===== src/shared/art_consts.svh =====
// constants for the auto-reload pwm timer
`ifndef ART_CONSTS_SVH
`define ART_CONSTS_SVH
`define ART_CNT_W        8
`define ART_PRE_W        7
`define ART_SEL_W        3
`define ART_NUM_PWM      4
`define ART_NUM_CAP      2
`define ART_CNT_MAX      8'hFF
`define ART_CNT_RESET    8'h00
`define ART_PRE_RESET    7'h00
`define ART_REG_RESET    8'h00
`endif


===== src/shared/art_pkg.sv =====
// types for the auto-reload pwm timer
package art_pkg;
    typedef struct packed {
        logic [7:0] counter_access_reg;
        logic       counter_access_wr;
        logic [7:0] reload_value_reg;
        logic       input_clock_source_select;
        logic [2:0] clock_divider_select;
        logic       counter_run_enable;
        logic       force_reload;
        logic       overflow_irq_enable;
        logic       status_read;
    } art_ctrl_type;

    typedef struct packed {
        logic [3:0] output_enable_x;
        logic [3:0] output_polarity_x;
    } art_pwm_cfg_type;

    typedef struct packed {
        logic [1:0] capture_edge_select_x;
        logic [1:0] capture_irq_enable_x;
        logic [1:0] capture_read_x;
    } art_cap_cfg_type;

    typedef struct packed {
        logic [7:0]  count;
        logic [6:0]  presc;
        logic        ovf_flag;
        logic [31:0] shadow;
        logic [3:0]  raw_level;
        logic [1:0]  ext_sync;
        logic        ext_prev;
        logic        halt_sync0;
        logic        halt_sync1;
    } art_core_state_type;

    typedef struct packed {
        logic [1:0] sync;
        logic       prev;
        logic       flag;
        logic [7:0] value;
    } art_cap_state_type;
endpackage


===== src/art_timer.sv =====
// auto-reload pwm timer top
`timescale 1ns/1ps
`include "art_consts.svh"
// Overview of operation
// - counter increments on each prescaler output tick.
// - counter_access_reg write loads counter live; count readable anytime.
// - overflow reloads counter from reload value; prescaler untouched.
// - 7-bit prescaler divides input by two to the select field.
// - input is cpu clock or external clock per source select.
// - run enable clear freezes prescaler and counter.
// - reset clears counter, prescaler, selects cpu clock; the source here follows ctrl.input_clock_source_select, not reset.
// - force reload with run, or counter write, inits counter and clears prescaler.
// - four shadow compares loaded from duty registers only at overflow.
// - each output enabled independently as push-pull drive.
// - pwm frequency is counter clock over 256 minus reload.
// - overflow sets the inverse of the polarity level; compare match restores the polarity level.
// - pwm generation stops while in halt.
// - overflow sets sticky flag; irq when enabled.
// - event mode flags overflow after 256 minus reload external events; the prescaler also divides them by two to the select field.
// - selected capture edge latches counter and sets capture flag, two channels.
// - per-channel edge select and capture irq enable.
// - capture register blocked until read; read clears flag.
// - capture irq held while flag and enable set.
// - captures act as edge interrupts and wake from halt.
// - overflow is transition from ff to reload value.
// - force reload reads as zero, acts on write of one.
// - reading status register clears overflow flag.
// - polarity zero high at or below compare; polarity change inverts at once.
module art_timer (
    input  wire logic                   ref_clk,
    input  wire logic                   arst_n,
    input  wire art_pkg::art_ctrl_type  ctrl,
    input  wire art_pkg::art_pwm_cfg_type pwm_cfg,
    input  wire art_pkg::art_cap_cfg_type cap_cfg,
    input  wire logic [31:0]            duty_cycle_reg_x,
    input  wire logic                   external_clock_in,
    input  wire logic [1:0]             capture_input_x,
    input  wire logic                   halt_mode,
    output logic [7:0]                  count_out,
    output logic [7:0]                  timer_control_status_reg,
    output logic                        overflow_flag,
    output logic                        overflow_irq,
    output logic [3:0]                  pulse_output_x,
    output logic [3:0]                  pulse_output_oe_x,
    output logic [1:0]                  capture_flag_x,
    output logic [15:0]                 capture_value_reg_x,
    output logic                        capture_irq,
    output logic                        wakeup
);
    art_pkg::art_core_state_type state;
    art_pkg::art_core_state_type next_state;
    logic                        in_tick;
    logic                        cnt_tick;
    logic [6:0]                  presc_inc;
    logic                        ovf_evt;
    logic [1:0]                  cap_flag;
    logic [15:0]                 cap_val;
    logic [3:0]                  pol_q;
    logic [3:0]                  lvl_next;
    logic [3:0]                  oe_q;
    logic                        irq_q;
    logic                        cirq_q;
    logic                        wake_q;
    logic [7:0]                  csr_q;

    // ************************************************************
    // input clock select and prescaler
    // ************************************************************
    always_comb begin
        // external clock treated as rising-edge event on synced pin
        in_tick = state.ext_sync[1] && !state.ext_prev;
        if (!ctrl.input_clock_source_select) begin
            in_tick = 1'b1;
        end
        if (!ctrl.counter_run_enable) begin
            in_tick = 1'b0;
        end
    end

    art_presc u_presc (
        .presc      (state.presc),
        .sel        (ctrl.clock_divider_select),
        .in_tick    (in_tick),
        .cnt_tick   (cnt_tick),
        .next_presc (presc_inc)
    );

    assign ovf_evt = cnt_tick && (state.count == `ART_CNT_MAX);

    // ************************************************************
    // counter, flags, shadows and pwm levels
    // ************************************************************
    always_comb begin
        next_state            = state;
        next_state.ext_sync   = {state.ext_sync[0], external_clock_in};
        next_state.ext_prev   = state.ext_sync[1];
        next_state.halt_sync0 = halt_mode;
        next_state.halt_sync1 = state.halt_sync0;
        next_state.presc      = presc_inc;
        next_state.raw_level  = lvl_next;
        if (cnt_tick) begin
            next_state.count = 8'(state.count + 8'h01);
        end
        if (ovf_evt) begin
            next_state.count  = ctrl.reload_value_reg;
            next_state.shadow = duty_cycle_reg_x;
        end
        if (ctrl.force_reload && ctrl.counter_run_enable) begin
            next_state.count = ctrl.reload_value_reg;
            next_state.presc = `ART_PRE_RESET;
        end
        if (ctrl.counter_access_wr) begin
            next_state.count = ctrl.counter_access_reg;
            next_state.presc = `ART_PRE_RESET;
        end
        if (ctrl.status_read) begin
            next_state.ovf_flag = 1'b0;
        end
        if (ovf_evt) begin
            next_state.ovf_flag = 1'b1;
        end
    end

    // halt freezes the waveform level in place
    generate
        for (genvar i = 0; i < `ART_NUM_PWM; i++) begin : g_pwm
            logic next_lvl;
            logic next_pin;
            always_comb begin
                next_lvl = state.raw_level[i];
                if (ovf_evt) begin
                    next_lvl = 1'b1;
                end else if (cnt_tick && state.count == state.shadow[8*i +: 8]) begin
                    next_lvl = 1'b0;
                end
                if (state.halt_sync1) begin
                    next_lvl = state.raw_level[i];
                end
                next_pin = next_lvl ^ pwm_cfg.output_polarity_x[i];
                next_pin = next_pin & pwm_cfg.output_enable_x[i];
            end
            assign lvl_next[i] = next_lvl;
            always_ff @(posedge ref_clk or negedge arst_n) begin
                if (!arst_n) begin
                    pol_q[i] <= 1'b0;
                    oe_q[i]  <= 1'b0;
                end else begin
                    pol_q[i] <= next_pin;
                    oe_q[i]  <= pwm_cfg.output_enable_x[i];
                end
            end
        end
    endgenerate

    always_ff @(posedge ref_clk or negedge arst_n) begin
        if (!arst_n) begin
            state            <= '0;
            state.raw_level  <= 4'hF;
        end else begin
            state <= next_state;
        end
    end

    // ************************************************************
    // input captures
    // ************************************************************
    generate
        for (genvar c = 0; c < `ART_NUM_CAP; c++) begin : g_cap
            art_capture u_cap (
                .ref_clk  (ref_clk),
                .arst_n   (arst_n),
                .pin      (capture_input_x[c]),
                .edge_sel (cap_cfg.capture_edge_select_x[c]),
                .rd       (cap_cfg.capture_read_x[c]),
                .count    (state.count),
                .flag     (cap_flag[c]),
                .value    (cap_val[8*c +: 8])
            );
        end
    endgenerate

    // ************************************************************
    // registered outputs
    // ************************************************************
    always_ff @(posedge ref_clk or negedge arst_n) begin
        if (!arst_n) begin
            irq_q  <= 1'b0;
            cirq_q <= 1'b0;
            wake_q <= 1'b0;
            csr_q  <= `ART_REG_RESET;
        end else begin
            irq_q  <= next_state.ovf_flag && ctrl.overflow_irq_enable;
            cirq_q <= |(cap_flag & cap_cfg.capture_irq_enable_x);
            wake_q <= state.halt_sync1 && |(cap_flag & cap_cfg.capture_irq_enable_x);
            csr_q  <= {ctrl.input_clock_source_select, ctrl.clock_divider_select,
                       ctrl.counter_run_enable, 1'b0, ctrl.overflow_irq_enable,
                       next_state.ovf_flag};
        end
    end

    assign count_out                = state.count;
    assign overflow_flag            = state.ovf_flag;
    assign timer_control_status_reg = csr_q;
    assign overflow_irq             = irq_q;
    assign capture_irq              = cirq_q;
    assign wakeup                   = wake_q;
    assign capture_flag_x           = cap_flag;
    assign capture_value_reg_x      = cap_val;
    // disabled output drives nothing, pin left to port logic
    assign pulse_output_x           = pol_q;
    assign pulse_output_oe_x        = oe_q;

    // ************************************************************
    // checks
    // ************************************************************
    AST_OVF_RELOAD: assert property (@(posedge ref_clk) disable iff (!arst_n)
        ovf_evt && !ctrl.counter_access_wr && !ctrl.force_reload
        |=> state.count == $past(ctrl.reload_value_reg))
        else $error("no reload at overflow");
    AST_OVF_FLAG: assert property (@(posedge ref_clk) disable iff (!arst_n)
        ovf_evt |=> state.ovf_flag)
        else $error("overflow flag not set");
    AST_FREEZE: assert property (@(posedge ref_clk) disable iff (!arst_n)
        !ctrl.counter_run_enable && !ctrl.counter_access_wr
        |=> state.count == $past(state.count) && state.presc == $past(state.presc))
        else $error("counter moved while stopped");
    AST_CAR_WRITE: assert property (@(posedge ref_clk) disable iff (!arst_n)
        ctrl.counter_access_wr |=> state.presc == 7'h00
        && state.count == $past(ctrl.counter_access_reg))
        else $error("counter write not applied");
    AST_SHADOW: assert property (@(posedge ref_clk) disable iff (!arst_n)
        !ovf_evt |=> state.shadow == $past(state.shadow))
        else $error("shadow changed outside overflow");
    AST_CPU_TICK: assert property (@(posedge ref_clk) disable iff (!arst_n)
        ctrl.counter_run_enable && !ctrl.input_clock_source_select
        && ctrl.clock_divider_select == 3'h0 && !ctrl.counter_access_wr
        && !ctrl.force_reload && state.count != 8'hFF
        |=> state.count == 8'($past(state.count) + 8'h01))
        else $error("divide by one not counting every cycle");
    AST_STATUS_CLR: assert property (@(posedge ref_clk) disable iff (!arst_n)
        ctrl.status_read && !ovf_evt |=> !state.ovf_flag)
        else $error("status read did not clear flag");
    AST_IRQ: assert property (@(posedge ref_clk) disable iff (!arst_n)
        state.ovf_flag && ctrl.overflow_irq_enable && $stable(ctrl.overflow_irq_enable)
        && !ctrl.status_read |=> overflow_irq)
        else $error("overflow irq missing");
    AST_FRL_ZERO: assert property (@(posedge ref_clk) disable iff (!arst_n)
        timer_control_status_reg[2] == 1'b0)
        else $error("force reload reads one");
    AST_OVF_STICKY: assert property (@(posedge ref_clk) disable iff (!arst_n)
        state.ovf_flag && !ctrl.status_read |=> state.ovf_flag)
        else $error("overflow flag lost without status read");
    AST_OVF_SOURCE: assert property (@(posedge ref_clk) disable iff (!arst_n)
        !state.ovf_flag && !ovf_evt |=> !state.ovf_flag)
        else $error("overflow flag set without overflow");
    AST_CNT_HOLD: assert property (@(posedge ref_clk) disable iff (!arst_n)
        !cnt_tick && !ctrl.counter_access_wr
        && !(ctrl.force_reload && ctrl.counter_run_enable)
        |=> state.count == $past(state.count))
        else $error("counter moved without a tick");
    AST_FRL_LOAD: assert property (@(posedge ref_clk) disable iff (!arst_n)
        ctrl.force_reload && ctrl.counter_run_enable && !ctrl.counter_access_wr
        |=> state.presc == 7'h00 && state.count == $past(ctrl.reload_value_reg))
        else $error("force reload not applied");
    AST_EXT_GATE: assert property (@(posedge ref_clk) disable iff (!arst_n)
        ctrl.input_clock_source_select && !(state.ext_sync[1] && !state.ext_prev)
        |-> !cnt_tick)
        else $error("tick without external edge");
    AST_CSR_LOW: assert property (@(posedge ref_clk) disable iff (!arst_n)
        1'b1 |=> timer_control_status_reg[1:0]
        == {$past(ctrl.overflow_irq_enable), state.ovf_flag})
        else $error("status bits do not follow flag and enable");
    AST_OVF_LEVEL: assert property (@(posedge ref_clk) disable iff (!arst_n)
        ovf_evt && !state.halt_sync1 |=> pulse_output_x
        == (~$past(pwm_cfg.output_polarity_x) & $past(pwm_cfg.output_enable_x)))
        else $error("pwm level wrong after overflow");
    AST_CMP_FALL: assert property (@(posedge ref_clk) disable iff (!arst_n)
        cnt_tick && !ovf_evt && !state.halt_sync1 && state.count == state.shadow[7:0]
        |=> !state.raw_level[0])
        else $error("compare match did not end the pulse");
    AST_OE: assert property (@(posedge ref_clk) disable iff (!arst_n)
        1'b1 |=> pulse_output_oe_x == $past(pwm_cfg.output_enable_x))
        else $error("output enable not following its bit");
    AST_HALT_HOLD: assert property (@(posedge ref_clk) disable iff (!arst_n)
        state.halt_sync1 && $stable(pwm_cfg) |=> $stable(pulse_output_x))
        else $error("pwm moved during halt");
    AST_CIRQ_SET: assert property (@(posedge ref_clk) disable iff (!arst_n)
        |(cap_flag & cap_cfg.capture_irq_enable_x) |=> capture_irq)
        else $error("capture irq missing");
    AST_CIRQ_CLR: assert property (@(posedge ref_clk) disable iff (!arst_n)
        !(|(cap_flag & cap_cfg.capture_irq_enable_x)) |=> !capture_irq)
        else $error("capture irq without enabled flag");
    AST_WAKE: assert property (@(posedge ref_clk) disable iff (!arst_n)
        state.halt_sync1 && |(cap_flag & cap_cfg.capture_irq_enable_x) |=> wakeup)
        else $error("no wakeup from capture in halt");
    AST_NO_WAKE: assert property (@(posedge ref_clk) disable iff (!arst_n)
        !state.halt_sync1 |=> !wakeup)
        else $error("wakeup outside halt");

    // ************************************************************
    // coverage
    // ************************************************************
    COV_OVF: cover property (@(posedge ref_clk) disable iff (!arst_n) ovf_evt);
    COV_CAP: cover property (@(posedge ref_clk) disable iff (!arst_n) |cap_flag);
    COV_EXT: cover property (@(posedge ref_clk) disable iff (!arst_n)
        ctrl.input_clock_source_select && cnt_tick);
    COV_HALT: cover property (@(posedge ref_clk) disable iff (!arst_n) state.halt_sync1);
    COV_WAKE: cover property (@(posedge ref_clk) disable iff (!arst_n) wakeup);
endmodule


===== src/art_presc.sv =====
// prescaler tap selection and counter tick generation
`timescale 1ns/1ps
`include "art_consts.svh"
module art_presc (
    input  wire logic [6:0] presc,
    input  wire logic [2:0] sel,
    input  wire logic       in_tick,
    output logic            cnt_tick,
    output logic [6:0]      next_presc
);
    // ************************************************************
    // tick when all prescaler bits below the tap are ones
    // ************************************************************
    logic [7:0] mask;
    always_comb begin
        mask       = (8'h01 << sel) - 8'h01;
        cnt_tick   = in_tick && (({1'b0, presc} & mask) == mask);
        next_presc = in_tick ? 7'(presc + 7'h01) : presc;
    end
endmodule


===== src/art_capture.sv =====
// one input capture channel
`timescale 1ns/1ps
`include "art_consts.svh"
module art_capture (
    input  wire logic       ref_clk,
    input  wire logic       arst_n,
    input  wire logic       pin,
    input  wire logic       edge_sel,
    input  wire logic       rd,
    input  wire logic [7:0] count,
    output logic            flag,
    output logic [7:0]      value
);
    art_pkg::art_cap_state_type state;
    art_pkg::art_cap_state_type next_state;
    logic                       hit;

    // ************************************************************
    // sync, edge detect, latch
    // ************************************************************
    always_comb begin
        next_state         = state;
        next_state.sync    = {state.sync[0], pin};
        next_state.prev    = state.sync[1];
        hit = edge_sel ? (state.sync[1] && !state.prev) : (!state.sync[1] && state.prev);
        if (rd) begin
            next_state.flag = 1'b0;
        end
        // a capture blocked while flag is up, even in the cycle of the read that clears it
        if (hit && !state.flag) begin
            next_state.flag  = 1'b1;
            next_state.value = count;
        end
    end

    always_ff @(posedge ref_clk or negedge arst_n) begin
        if (!arst_n) begin
            state <= '0;
        end else begin
            state <= next_state;
        end
    end

    assign flag  = state.flag;
    assign value = state.value;

    AST_CAP_BLOCK: assert property (@(posedge ref_clk) disable iff (!arst_n)
        state.flag && !rd |=> state.value == $past(state.value))
        else $error("capture value changed while flag set");
endmodule


===== config.mk =====
export PLATFORM = sky130hd
export DESIGN_NAME = art_timer
export DESIGN_NICKNAME = d
export VERILOG_FILES = /design/src/shared/art_pkg.sv /design/src/art_timer.sv /design/src/art_presc.sv /design/src/art_capture.sv
export VERILOG_INCLUDE_DIRS = /design/src /design/src/shared
export SDC_FILE = /design/constraint.sdc
export NUM_CORES = 1
export LEC_CHECK = 0
export ABC_AREA = 1
export BUFFER_PORTS_ARGS = -buffer_cell sky130_fd_sc_hd__buf_2
export CAP_MARGIN = 15
export CORE_MARGIN = 3
export CORE_UTILIZATION = 45
export DETAILED_ROUTE_END_ITERATION = 16
export PLACE_DENSITY = 0.7
export SETUP_SLACK_MARGIN = 0.2
export SLEW_MARGIN = 40
export SYNTH_ARGS = -nofsm -noshare
export SYNTH_HDL_FRONTEND = slang
export SYNTH_SLANG_ARGS = --single-unit

===== constraint.sdc =====
create_clock -name ref_clk -period 2.1 [get_ports ref_clk]
set_clock_uncertainty 0.2 [all_clocks]
set_input_delay 0.105 -clock ref_clk [delete_from_list [all_inputs] [get_ports ref_clk]]
set_output_delay 0.105 -clock ref_clk [all_outputs]
set_load 0.02 [all_outputs]

# Yosys cells after proc, flatten, opt, wreduce, memory -nomap -nowiden
# Index checks and enable logic that the tools add are counted.
word_totals:
  ff_bits: 99
  output_inout_bits: 46
  word_cells: 104
op_classes:
  add_sub_neg: 3
  n_eq_ne: 6
  shift: 1
  n_mux: 27
  bitwise_logic: 10
  reduce_logical: 28
ops:
  columns: ["operator", "count"]
  rows:
  - ["$eq 8x8->1", 5]
  - ["$mux 15", 2]
  - ["$mux 1", 20]
  - ["$mux 9", 2]
  - ["$logic_and 1x1->1", 16]
  - ["$mux 8", 2]
  - ["$add 8x1->8 const B", 1]
  - ["$and 7x8->8", 1]
  - ["$eq 8x8->1 const B", 1]
  - ["$shl 1x3->8 const A", 1]
  - ["$sub 8x1->8 const B", 1]
  - ["$add 7x1->7 const B", 1]
  - ["$logic_not 1->1", 7]
  - ["$mux 7", 1]
  - ["$and 1x1->1", 4]
  - ["$reduce_bool 2->1", 2]
  - ["$reduce_bool 4->1", 1]
  - ["$xor 1x1->1", 4]
  - ["$reduce_bool 3->1", 1]
  - ["$and 2x2->2", 1]
  - ["$reduce_or 2->1", 1]

# Longest topological paths before layout
# Gate-level depths: netlist (run 1).
logic_depth:
  ltp_word: 11
  ltp_mapped: 13

# By module
# Synthesis (run 1) repeated with hierarchy kept, for this count alone.
hier_totals:
  hier_cells: 564
  hier_area_um2: 4874.7
by_module_without_submodules:
  columns: ["module", "instances", "cells_per_inst", "area_each_um2", "seq_area_each_um2"]
  rows:
  - ["art_timer", 1, 411, 3572.2, 1856.8]
  - ["art_capture", 2, 53, 536.8, 300.3]
  - ["art_presc", 1, 47, 229.0, 0.0]

# Worst setup path before layout (run 1)
# Ideal clock, no wire load.
synth_timing:
  path_kind: "register to register"
  start: "register state, in the netlist count_out[0]"
  end: "register pol_q[0] (netlist: pulse_output_x[0])"
  arrival_time_ps: 1450
  setup_slack_ps: 331
  stages_incl_launch_ff: 12
  period_less_slack_ps: 1769
  cell_sequence: "dfrtp_1 ha_1 nand3_2 nor2_2 nand2_2 nor2_4 nand3_4 clkinv_2 nand2_2 buf_6 a21oi_1 nor2_1"
synth_between:
  elab_chain_len: 7
  word_cells_on_any_way: 9
  cone_classes: "eq/ne: 2; mux: 3; bitwise: 2; reduce/logical: 2"
synth_lines:
  columns: ["item", "line_no", "text"]
  rows:
  - ["from (decl)", "art_timer.sv:50", "art_pkg::art_core_state_type state;"]
  - ["from (signal assigned)", "art_timer.sv:160", "state <= next_state;"]
  - ["$eq 8x8->1", "art_timer.sv:133", "end else if (cnt_tick && state.count == state.shadow[8*i +: 8]) begin"]
  - ["$logic_and 1x1->1", "art_timer.sv:133", null]
  - ["$mux 1", "art_timer.sv:133", null]
  - ["$mux 1 (*)", "art_timer.sv:131", "if (ovf_evt) begin"]
  - ["$mux 1 (*)", "art_timer.sv:136", "if (state.halt_sync1) begin"]
  - ["$xor 1x1->1 (*)", "art_timer.sv:139", "next_pin = next_lvl ^ pwm_cfg.output_polarity_x[i];"]
  - ["$and 1x1->1 (*)", "art_timer.sv:140", "next_pin = next_pin & pwm_cfg.output_enable_x[i];"]
  - ["named net g_pwm[0].next_pin", "art_timer.sv:128", "logic next_pin;"]
  - ["to (signal, indexed assignment)", "art_timer.sv:148", "pol_q[i] <= next_pin;"]
  - ["to (decl)", "art_timer.sv:58", "logic [3:0] pol_q;"]
# Mark *: on every way through the listed nets, which the timed path passes. The rest lies on a longest branch.
# A chain may end at the register's enable or synchronous reset.

# Final worst setup path (run 1)
layout_timing:
  start: "register state, in the netlist count_out[1]"
  end: "register state, in the netlist count_out[2]"
layout_between:
  elab_chain_len: 5
  word_cells_on_any_way: 8
  cone_classes: "add/sub: 1; eq/ne: 1; mux: 4; reduce/logical: 2"
layout_lines:
  columns: ["item", "line_no", "text"]
  rows:
  - ["$add 8x1->8 or $eq 8x8->1 (tied branches)", null, null]
  - ["$mux 8 or $logic_and 1x1->1 (tied branches)", "art_timer.sv:101, art_timer.sv:88", null]
  - ["$mux 8", "art_timer.sv:104", "if (ovf_evt) begin"]
  - ["$mux 15", "art_timer.sv:108", "if (ctrl.force_reload && ctrl.counter_run_enable) begin"]
  - ["$mux 15", "art_timer.sv:112", "if (ctrl.counter_access_wr) begin"]
# Parallel ways exist; a longest one is shown, timed or not. The select of a mux whose other input is x is not followed.

==> impl_metrics.py, run 1 <==
metrics = {
    "outcome": {
        "run_status": "completed",
    },
    "clock_network": {
        "cts_tree": "built",
        "clk_path_buf_depth": 2,
        "cts_root_buffer": "clkbuf_8",
        "ctsHtreeMaxLevel": 3,
        "path_clk_slew_ns": 0.09,
        "cts_buffers": 9,
        "insertion_delay_ns": 0.37,
        "clock-sinks": 98,
    },
    "timing": {
        "tightest_slew_ns": 0.5943,
        "slew-limit-headroom_pct": 60.26,
        "grt_setup_unrepaired": "true",
        "final_max_slew_viol_count": 0,
        "fin_tns_setup_ns": 0,
        "hold_violations": 0,
        "setup_viol": 0,
        "period_minus_slack_ns": 1.906,
        "hold_slack_ns": 0.04943,
        "max_freq_mhz": 524.6,
        "fin_crit_sh_pct": 90.77,
    },
    "drt": {
        "firstDrtPassIters": 7,
        "drc": 0,
        "ant_nets": 0,
        "wl_per_cell_um": 14.39,
        "vias_per_cell": 4.820,
        "drtIter0Drc": 232,
        "via_count": 4295,
        "wirelength_um": 12820,
    },
    "power": {
        "seqPwrFrac_pct": 47.0,
        "p_leak_uw": 0.003341,
        "totalPowerFinal_uw": 4575,
        "clkPwrFrac_pct": 27.5,
        "ir_worst_vdd_mv": 0.4359,
        "p_sw_share_pct": 31.53,
        "p_int_uw": 3132,
        "netSwitchingPower_uw": 1443,
        "pwr-share-comb_pct": 25.5,
        "powerDensity_mw_per_mm2": 698.9,
    },
    "final_layout": {
        "layout.nets": 832,
        "layout-drive-gt1-share_pct": 29.16,
        "final_cell_mix": "164 x nand2_1, 121 x buf_2, 92 x dfrtp_1",
        "largest_reg_flops": 45,
        "fin_util_pct": 66.06,
        "final_common_cell": "nand2_1",
        "nFillCells": 817,
        "antenna_cells": 0,
        "max_flop_register": "state",
        "area_delta_synth_final_pct": 40.80,
    },
    "synthesis": {
        "synth-seq-cells": 98,
        "synth_flop_cell": "dfrtp_1",
        "async_flop_share_pct": 100.0,
        "synth_edf_count": 0,
        "synth.avg_cell_area_um2": 8.273,
        "syn-num-nets": 641,
        "yosysUniqueCellTypes": 31,
        "yosysSeqAreaShare_pct": 52.85,
        "synth_area_mm2": 0.004649,
        "synthCells": 562,
        "yosys_warnings": 0,
    },
    "grt": {
        "grt_pass1_wl_um": 20420,
        "grt_pass1_vias": 4341,
        "met3_usage_pct": 3.179,
        "grt_most_used_layer": "met2",
        "antenna_found_initial": 0,
        "grtUsageMet2_pct": 37.57,
        "use_met1_pct": 28.85,
        "overflow": 0,
        "grt_max_degree": 99,
        "grt_usage_pct": 22.29,
    },
    "critical_path": {
        "critPathMaxFanout": 5,
        "cp.required_ns": 2.19,
        "startpoint_type": "flip-flop",
        "worstSetupPathType": "reg -> reg",
        "endpoint_kind": "flip-flop",
        "cp_data_arrival_time_ns": 2.00,
    },
    "min_path": {
        "hp-class": "in -> reg",
    },
    "floorplanning": {
        "die_x_um": 107.6,
        "initial_core_util_pct": 46.92,
        "coreArea_mm2": 0.009910,
        "rows": 36,
        "die_h_um": 107.6,
        "dieArea_mm2": 0.01159,
        "ios": 123,
    },
    "placement": {
        "port_buffers": 121,
        "hpwl_um": 7945,
        "gp_congestion": 0.8182,
    },
    "run": {
        "drv_cap": 0,
    },
}
==> stage by stage <==
| stage | std cells | cell area [um^2] | worst slack (ns) |
|---|---|---|---|
| floorplan | 562 | 4649 | 0.3306 |
| global placement | 787 | 5273 | 0.09508 |
| detailed placement | 787 | 5273 | -0.01667 |
| CTS | 882 | 6315 | 0.1929 |
| global route | 891 | 6546 | 0.07797 |
| finish | 891 | 6546 | 0.1938 |
==> worst paths after layout <==
kind	start	endpoint	slack, ns	depth (start not counted)
setup / recovery	count_out[1]$_DFFE_PN0P_	count_out[2]$_DFFE_PN0P_	0.19	10
hold / removal	ctrl[2]	state[43]$_DFFE_PN0P_	0.05	4
setup reg to reg	count_out[1]$_DFFE_PN0P_	count_out[2]$_DFFE_PN0P_	0.19	10
hold reg to reg	g_cap[0].u_cap.next_state[11]$_DFF_PN0_	g_cap[0].u_cap.next_state[9]$_DFF_PN0_	0.16	0
max in group asynchronous	arst_n	count_out[0]$_DFFE_PN0P_	1.16	3
min in group asynchronous	arst_n	g_cap[1].u_cap.next_state[9]$_DFF_PN0_	0.10	3
==> metal layers <==
| layer | vias to the layer above | routed length [um] |
|---|---|---|
| li1 | 2117 | - |
| met1 | 2006 | 5535 |
| met2 | 144 | 6337 |
| met3 | 28 | 608 |
| met4 | 0 | 341 |
| met5 | - | 0 |
==> logic make-up (layout without fill, tap and decap cells) <==
group,count (synthesis),after routing,share of synthesized area [%]
AND/OR/NAND/NOR,263,265,23.47
buffers and inverters,102,296,11.25
flip-flops,98,98,52.85
AO/OA/AOI/OAI,81,81,8.988
XOR/XNOR,15,15,2.825
adder cells (fa/ha/maj),2,2,0.5381
other,1,1,0.08065
==> cells in the mapped netlist (2+ instances only) <==
cell type	n	area (um^2)
inv_2	2	7.510
nand3b_1	2	15.01
nand2_2	2	12.51
clkbuf_1	4	15.01
buf_4	31	232.7
xnor2_1	11	96.34
nor3_1	2	10.01
nand4_1	2	12.51
nor2_1	46	172.7
dfstp_2	4	105.1
o21ai_0	58	290.3
ha_1	2	25.02
dfrtp_1	94	2352
nand3_2	3	30.03
nor2_2	3	18.77
nand3_1	27	135.1
inv_1	51	191.4
a21oi_1	18	90.09
a21boi_0	2	15.01
xor2_1	4	35.03
buf_2	12	60.06
nand2_1	173	649.4
==> layout make-up <==
cell class	instances	area, um^2	share of cell area, %
sequential	98	2460	37.58
timing repair buffer	226	1643	25.10
tap	133	166.4	2.542
inverter	54	219.0	3.345
multi-input combinational	364	1854	28.33
clock inverter	5	52.55	0.8028
clock buffer	11	151.4	2.313
==> critical path: stages (launching register included) <==
cell and delay [ns]:
dfrtp_1 0.41, ha_4 0.18, nand3_4 0.09, nor2_4 0.12
nand2_2 0.08, nor2_4 0.12, nand3_4 0.16, buf_6 0.18
nand3_2 0.06, nand3_2 0.07, a21oi_2 0.17
==> power groups by stage <==
| stage | registers [uW] | clock network, uW | logic (uW) |
|---|---|---|---|
| after CTS | 2150 | 1290 | 1110 |
| after detailed placement | 2180 | 0 | 989 |
| after global routing | 2170 | 1360 | 1270 |
| after floorplan | 2170 | 0 | 750 |
| after global placement | 2170 | 0 | 974 |
| final | 2150 | 1260 | 1160 |
==> repair_timing <==
item	4_1_cts	5_1_grt
gates cloned	1	3
hold buffers	73	0
pin swaps	1	23
endpoints found under the setup margin	39	47
resized for setup	13	41
setup buffers	5	6
hold endpoints to repair	163	0
Note: power is estimated with default switching activity, not from simulation.
==> inputs of run 2 (changes only) <==
Settings changed: PLACE_DENSITY 0.7 to 0.73.
Clock period 2.1 ns to 1.61 ns, I/O delays scaled along.
==> run 2 against run 1 <==
The flow now finishes with violations (negative hold slack, negative setup slack). Sequential power grew 31%. Register-to-register slack worse by 0.48 ns. Non-clock buffer count grew 45. Via count rose by 7.1%. Count of clock-buffer cells in the layout up 2. Fmax grew 0.77%. Combinational power increased by 53%. Hold slack worse by 0.074 ns. Critical path depth unchanged. Wire length up 6.3%. Critical path type unchanged. Highest routed layer unchanged.
==> impl_metrics.py, run 2 (synthesized netlist as in run 1, its figures left out) <==
metrics = {
    "outcome": {
        "run_status": "finished with violations",
        "violations": "negative hold slack, negative setup slack",
    },
    "grt": {
        "grt_usage_pct": 23.79,
        "grt_max_degree": 37,
        "grt_pass1_wl_um": 21730,
        "grt_pass1_vias": 4548,
        "overflow": 0,
        "antenna_found_initial": 0,
    },
    "critical_path": {
        "critPathMaxFanout": 7,
        "endpoint": "count_out[0]$_DFFE_PN0P_",
        "worstSetupPathType": "reg -> reg",
        "rr_startpoint": "count_out[0]$_DFFE_PN0P_",
        "r2r_end": "count_out[0]$_DFFE_PN0P_",
        "worstPathCellList": "ha_2, nand3_2, nor2_2, nand2_2, nor2_4, nand3_4, buf_6, nand3_1, nand3_2, a21oi_2",
        "slowest_delay_ns": 0.40,
        "startpoint": "count_out[0]$_DFFE_PN0P_",
        "crit_top_cell": "nand3_2",
        "rr_worst_depth": 10,
        "cp_data_arrival_time_ns": 1.98,
        "endpoint_kind": "flip-flop",
        "slowest_stage": "dfrtp_1",
        "startpoint_type": "flip-flop",
        "r2r_slack_ns": -0.28,
        "cp.required_ns": 1.70,
    },
    "power": {
        "powerDensity_mw_per_mm2": 892.1,
        "p_leak_uw": 0.003590,
        "ir_worst_vdd_mv": 0.5105,
    },
    "final_layout": {
        "final_common_cell": "nand2_1",
        "post-route-cell-area_mm2": 0.007005,
        "antenna_cells": 0,
        "max_flop_register": "state",
        "largest_reg_flops": 45,
        "layout-drive-gt1-share_pct": 35.33,
        "layout.nets": 876,
        "final_cell_mix": "160 x nand2_1, 114 x buf_2, 90 x dfrtp_1",
        "area_delta_synth_final_pct": 50.67,
        "nFillCells": 722,
    },
    "clock_network": {
        "clock-sinks": 98,
        "cts_root_buffer": "clkbuf_8",
        "insertion_delay_ns": 0.37,
        "cts_buffers": 9,
        "path_clk_slew_ns": 0.08,
        "cts_tree": "built",
        "ctsHtreeMaxLevel": 3,
        "clk_path_buf_depth": 2,
    },
    "timing": {
        "hold_violations": 25,
        "setup_ws_ns": -0.2817,
        "final_max_slew_viol_count": 0,
        "fin_crit_sh_pct": 117.5,
        "grt_setup_unrepaired": "true",
        "max_freq_mhz": 528.6,
        "hold_slack_ns": -0.02407,
        "period_minus_slack_ns": 1.892,
        "setup_viol": 51,
    },
    "floorplanning": {
        "die_x_um": 107.6,
        "coreArea_mm2": 0.009910,
        "rows": 36,
        "die_h_um": 107.6,
        "dieArea_mm2": 0.01159,
        "initial_core_util_pct": 46.92,
        "ios": 123,
    },
    "placement": {
        "gp_congestion": 0.8712,
        "port_buffers": 121,
        "hpwl_um": 8619,
        "placed_cell_area_mm2": 0.005592,
        "dp_worst_setup_slack_ns": -0.2399,
    },
    "drt": {
        "ant_nets": 0,
        "via_count": 4598,
        "drtIter0Drc": 320,
        "wl_per_cell_um": 14.59,
        "vias_per_cell": 4.923,
        "drc": 0,
        "firstDrtPassIters": 5,
        "wirelength_um": 13630,
    },
    "run": {
        "drv_cap": 0,
    },
    "min_path": {
        "hp-class": "in -> async",
    },
}
==> run 2: cell count changes in the layout (fill, tap and decap cells not counted), moves of 3 or more <==
cell and change:
o21ai_0 -14, nand2_1 -4, buf_6 +18, nand2_2 +4, o21ai_1 +11, nor2_2 +6, buf_4 +32, buf_2 -7
o21ai_2 +3, dlygate4sd3_1 +3, nor2_1 -6
==> run 2: worst max-delay path: cells and delay by family (launching register included) <==
kind / cells / cell delay (ns)
buffers and inverters: 1 / 0.17
adder cells (fa/ha/maj): 1 / 0.22
AO/OA/AOI/OAI: 1 / 0.13
AND/OR/NAND/NOR: 7 / 0.70
flip-flops: 1 / 0.40
==> run 2: worst min-delay path by stage <==
stage,start,to,slack [ns],cells after the start
after floorplan,arst_n,capture_irq$_DFF_PN0_,-0.42,0
after global placement,arst_n,g_cap[1].u_cap.state[9]$_DFF_PN0_,-0.17,1
after detailed placement,arst_n,g_cap[1].u_cap.flag$_DFFE_PN0P_,-0.17,1
after CTS,arst_n,g_cap[1].u_cap.flag$_DFFE_PN0P_,-0.02,2
after global routing,arst_n,g_cap[1].u_cap.flag$_DFFE_PN0P_,0.002,2
final,arst_n,g_cap[1].u_cap.flag$_DFFE_PN0P_,-0.02,2
==> run 2: area by class of cell <==
type / instances / area [um^2] / share of cell area (%)
clock buffer: 13 / 168.9 / 2.411
clock inverter: 2 / 35.03 / 0.5001
inverter: 54 / 212.7 / 3.036
multi-input combinational: 363 / 1904 / 27.18
sequential: 98 / 2462 / 35.15
tap: 133 / 166.4 / 2.375
timing repair buffer: 271 / 2056 / 29.34
==> run 2: report_power, final <==
| part | total [uW] | internal [uW] | leakage, uW | switching (uW) |
|---|---|---|---|---|
| Combinational | 1770 | 821 | 0.00233 | 952 |
| Clock | 1660 | 837 | 0.000106 | 825 |
| Sequential | 2820 | 2670 | 0.00115 | 142 |
==> run 2: per-stage QoR <==
step | power (uW) | setup TNS, ns | cells | utilization, %
global placement | 4240 | -3.732 | 827 | 56.43
CTS | 6119 | -5.338 | 925 | 67.84
global route | 6543 | -14.69 | 934 | 70.69
floorplan | 3816 | -1.992 | 562 | -
finish | 6250 | -9.808 | 934 | 70.69
detailed placement | 4277 | -5.901 | 827 | 56.43
==> run 2: timing repair <==
action,in CTS,in global routing
buffers inserted,7,8
resized for setup,35,72
pin swaps,8,19
endpoints found under the setup margin,59,67
gates cloned,0,1
hold buffers,76,0
endpoints found under the hold margin,160,0
==> run 2: metal layers <==
metal	vias up	GRT usage [%]	routed length, um
li1	2195	-	-
met4	0	10.10	509
met5	-	0	0
met2	208	41.83	6756
met3	49	3.659	878
met1	2146	28.89	5481
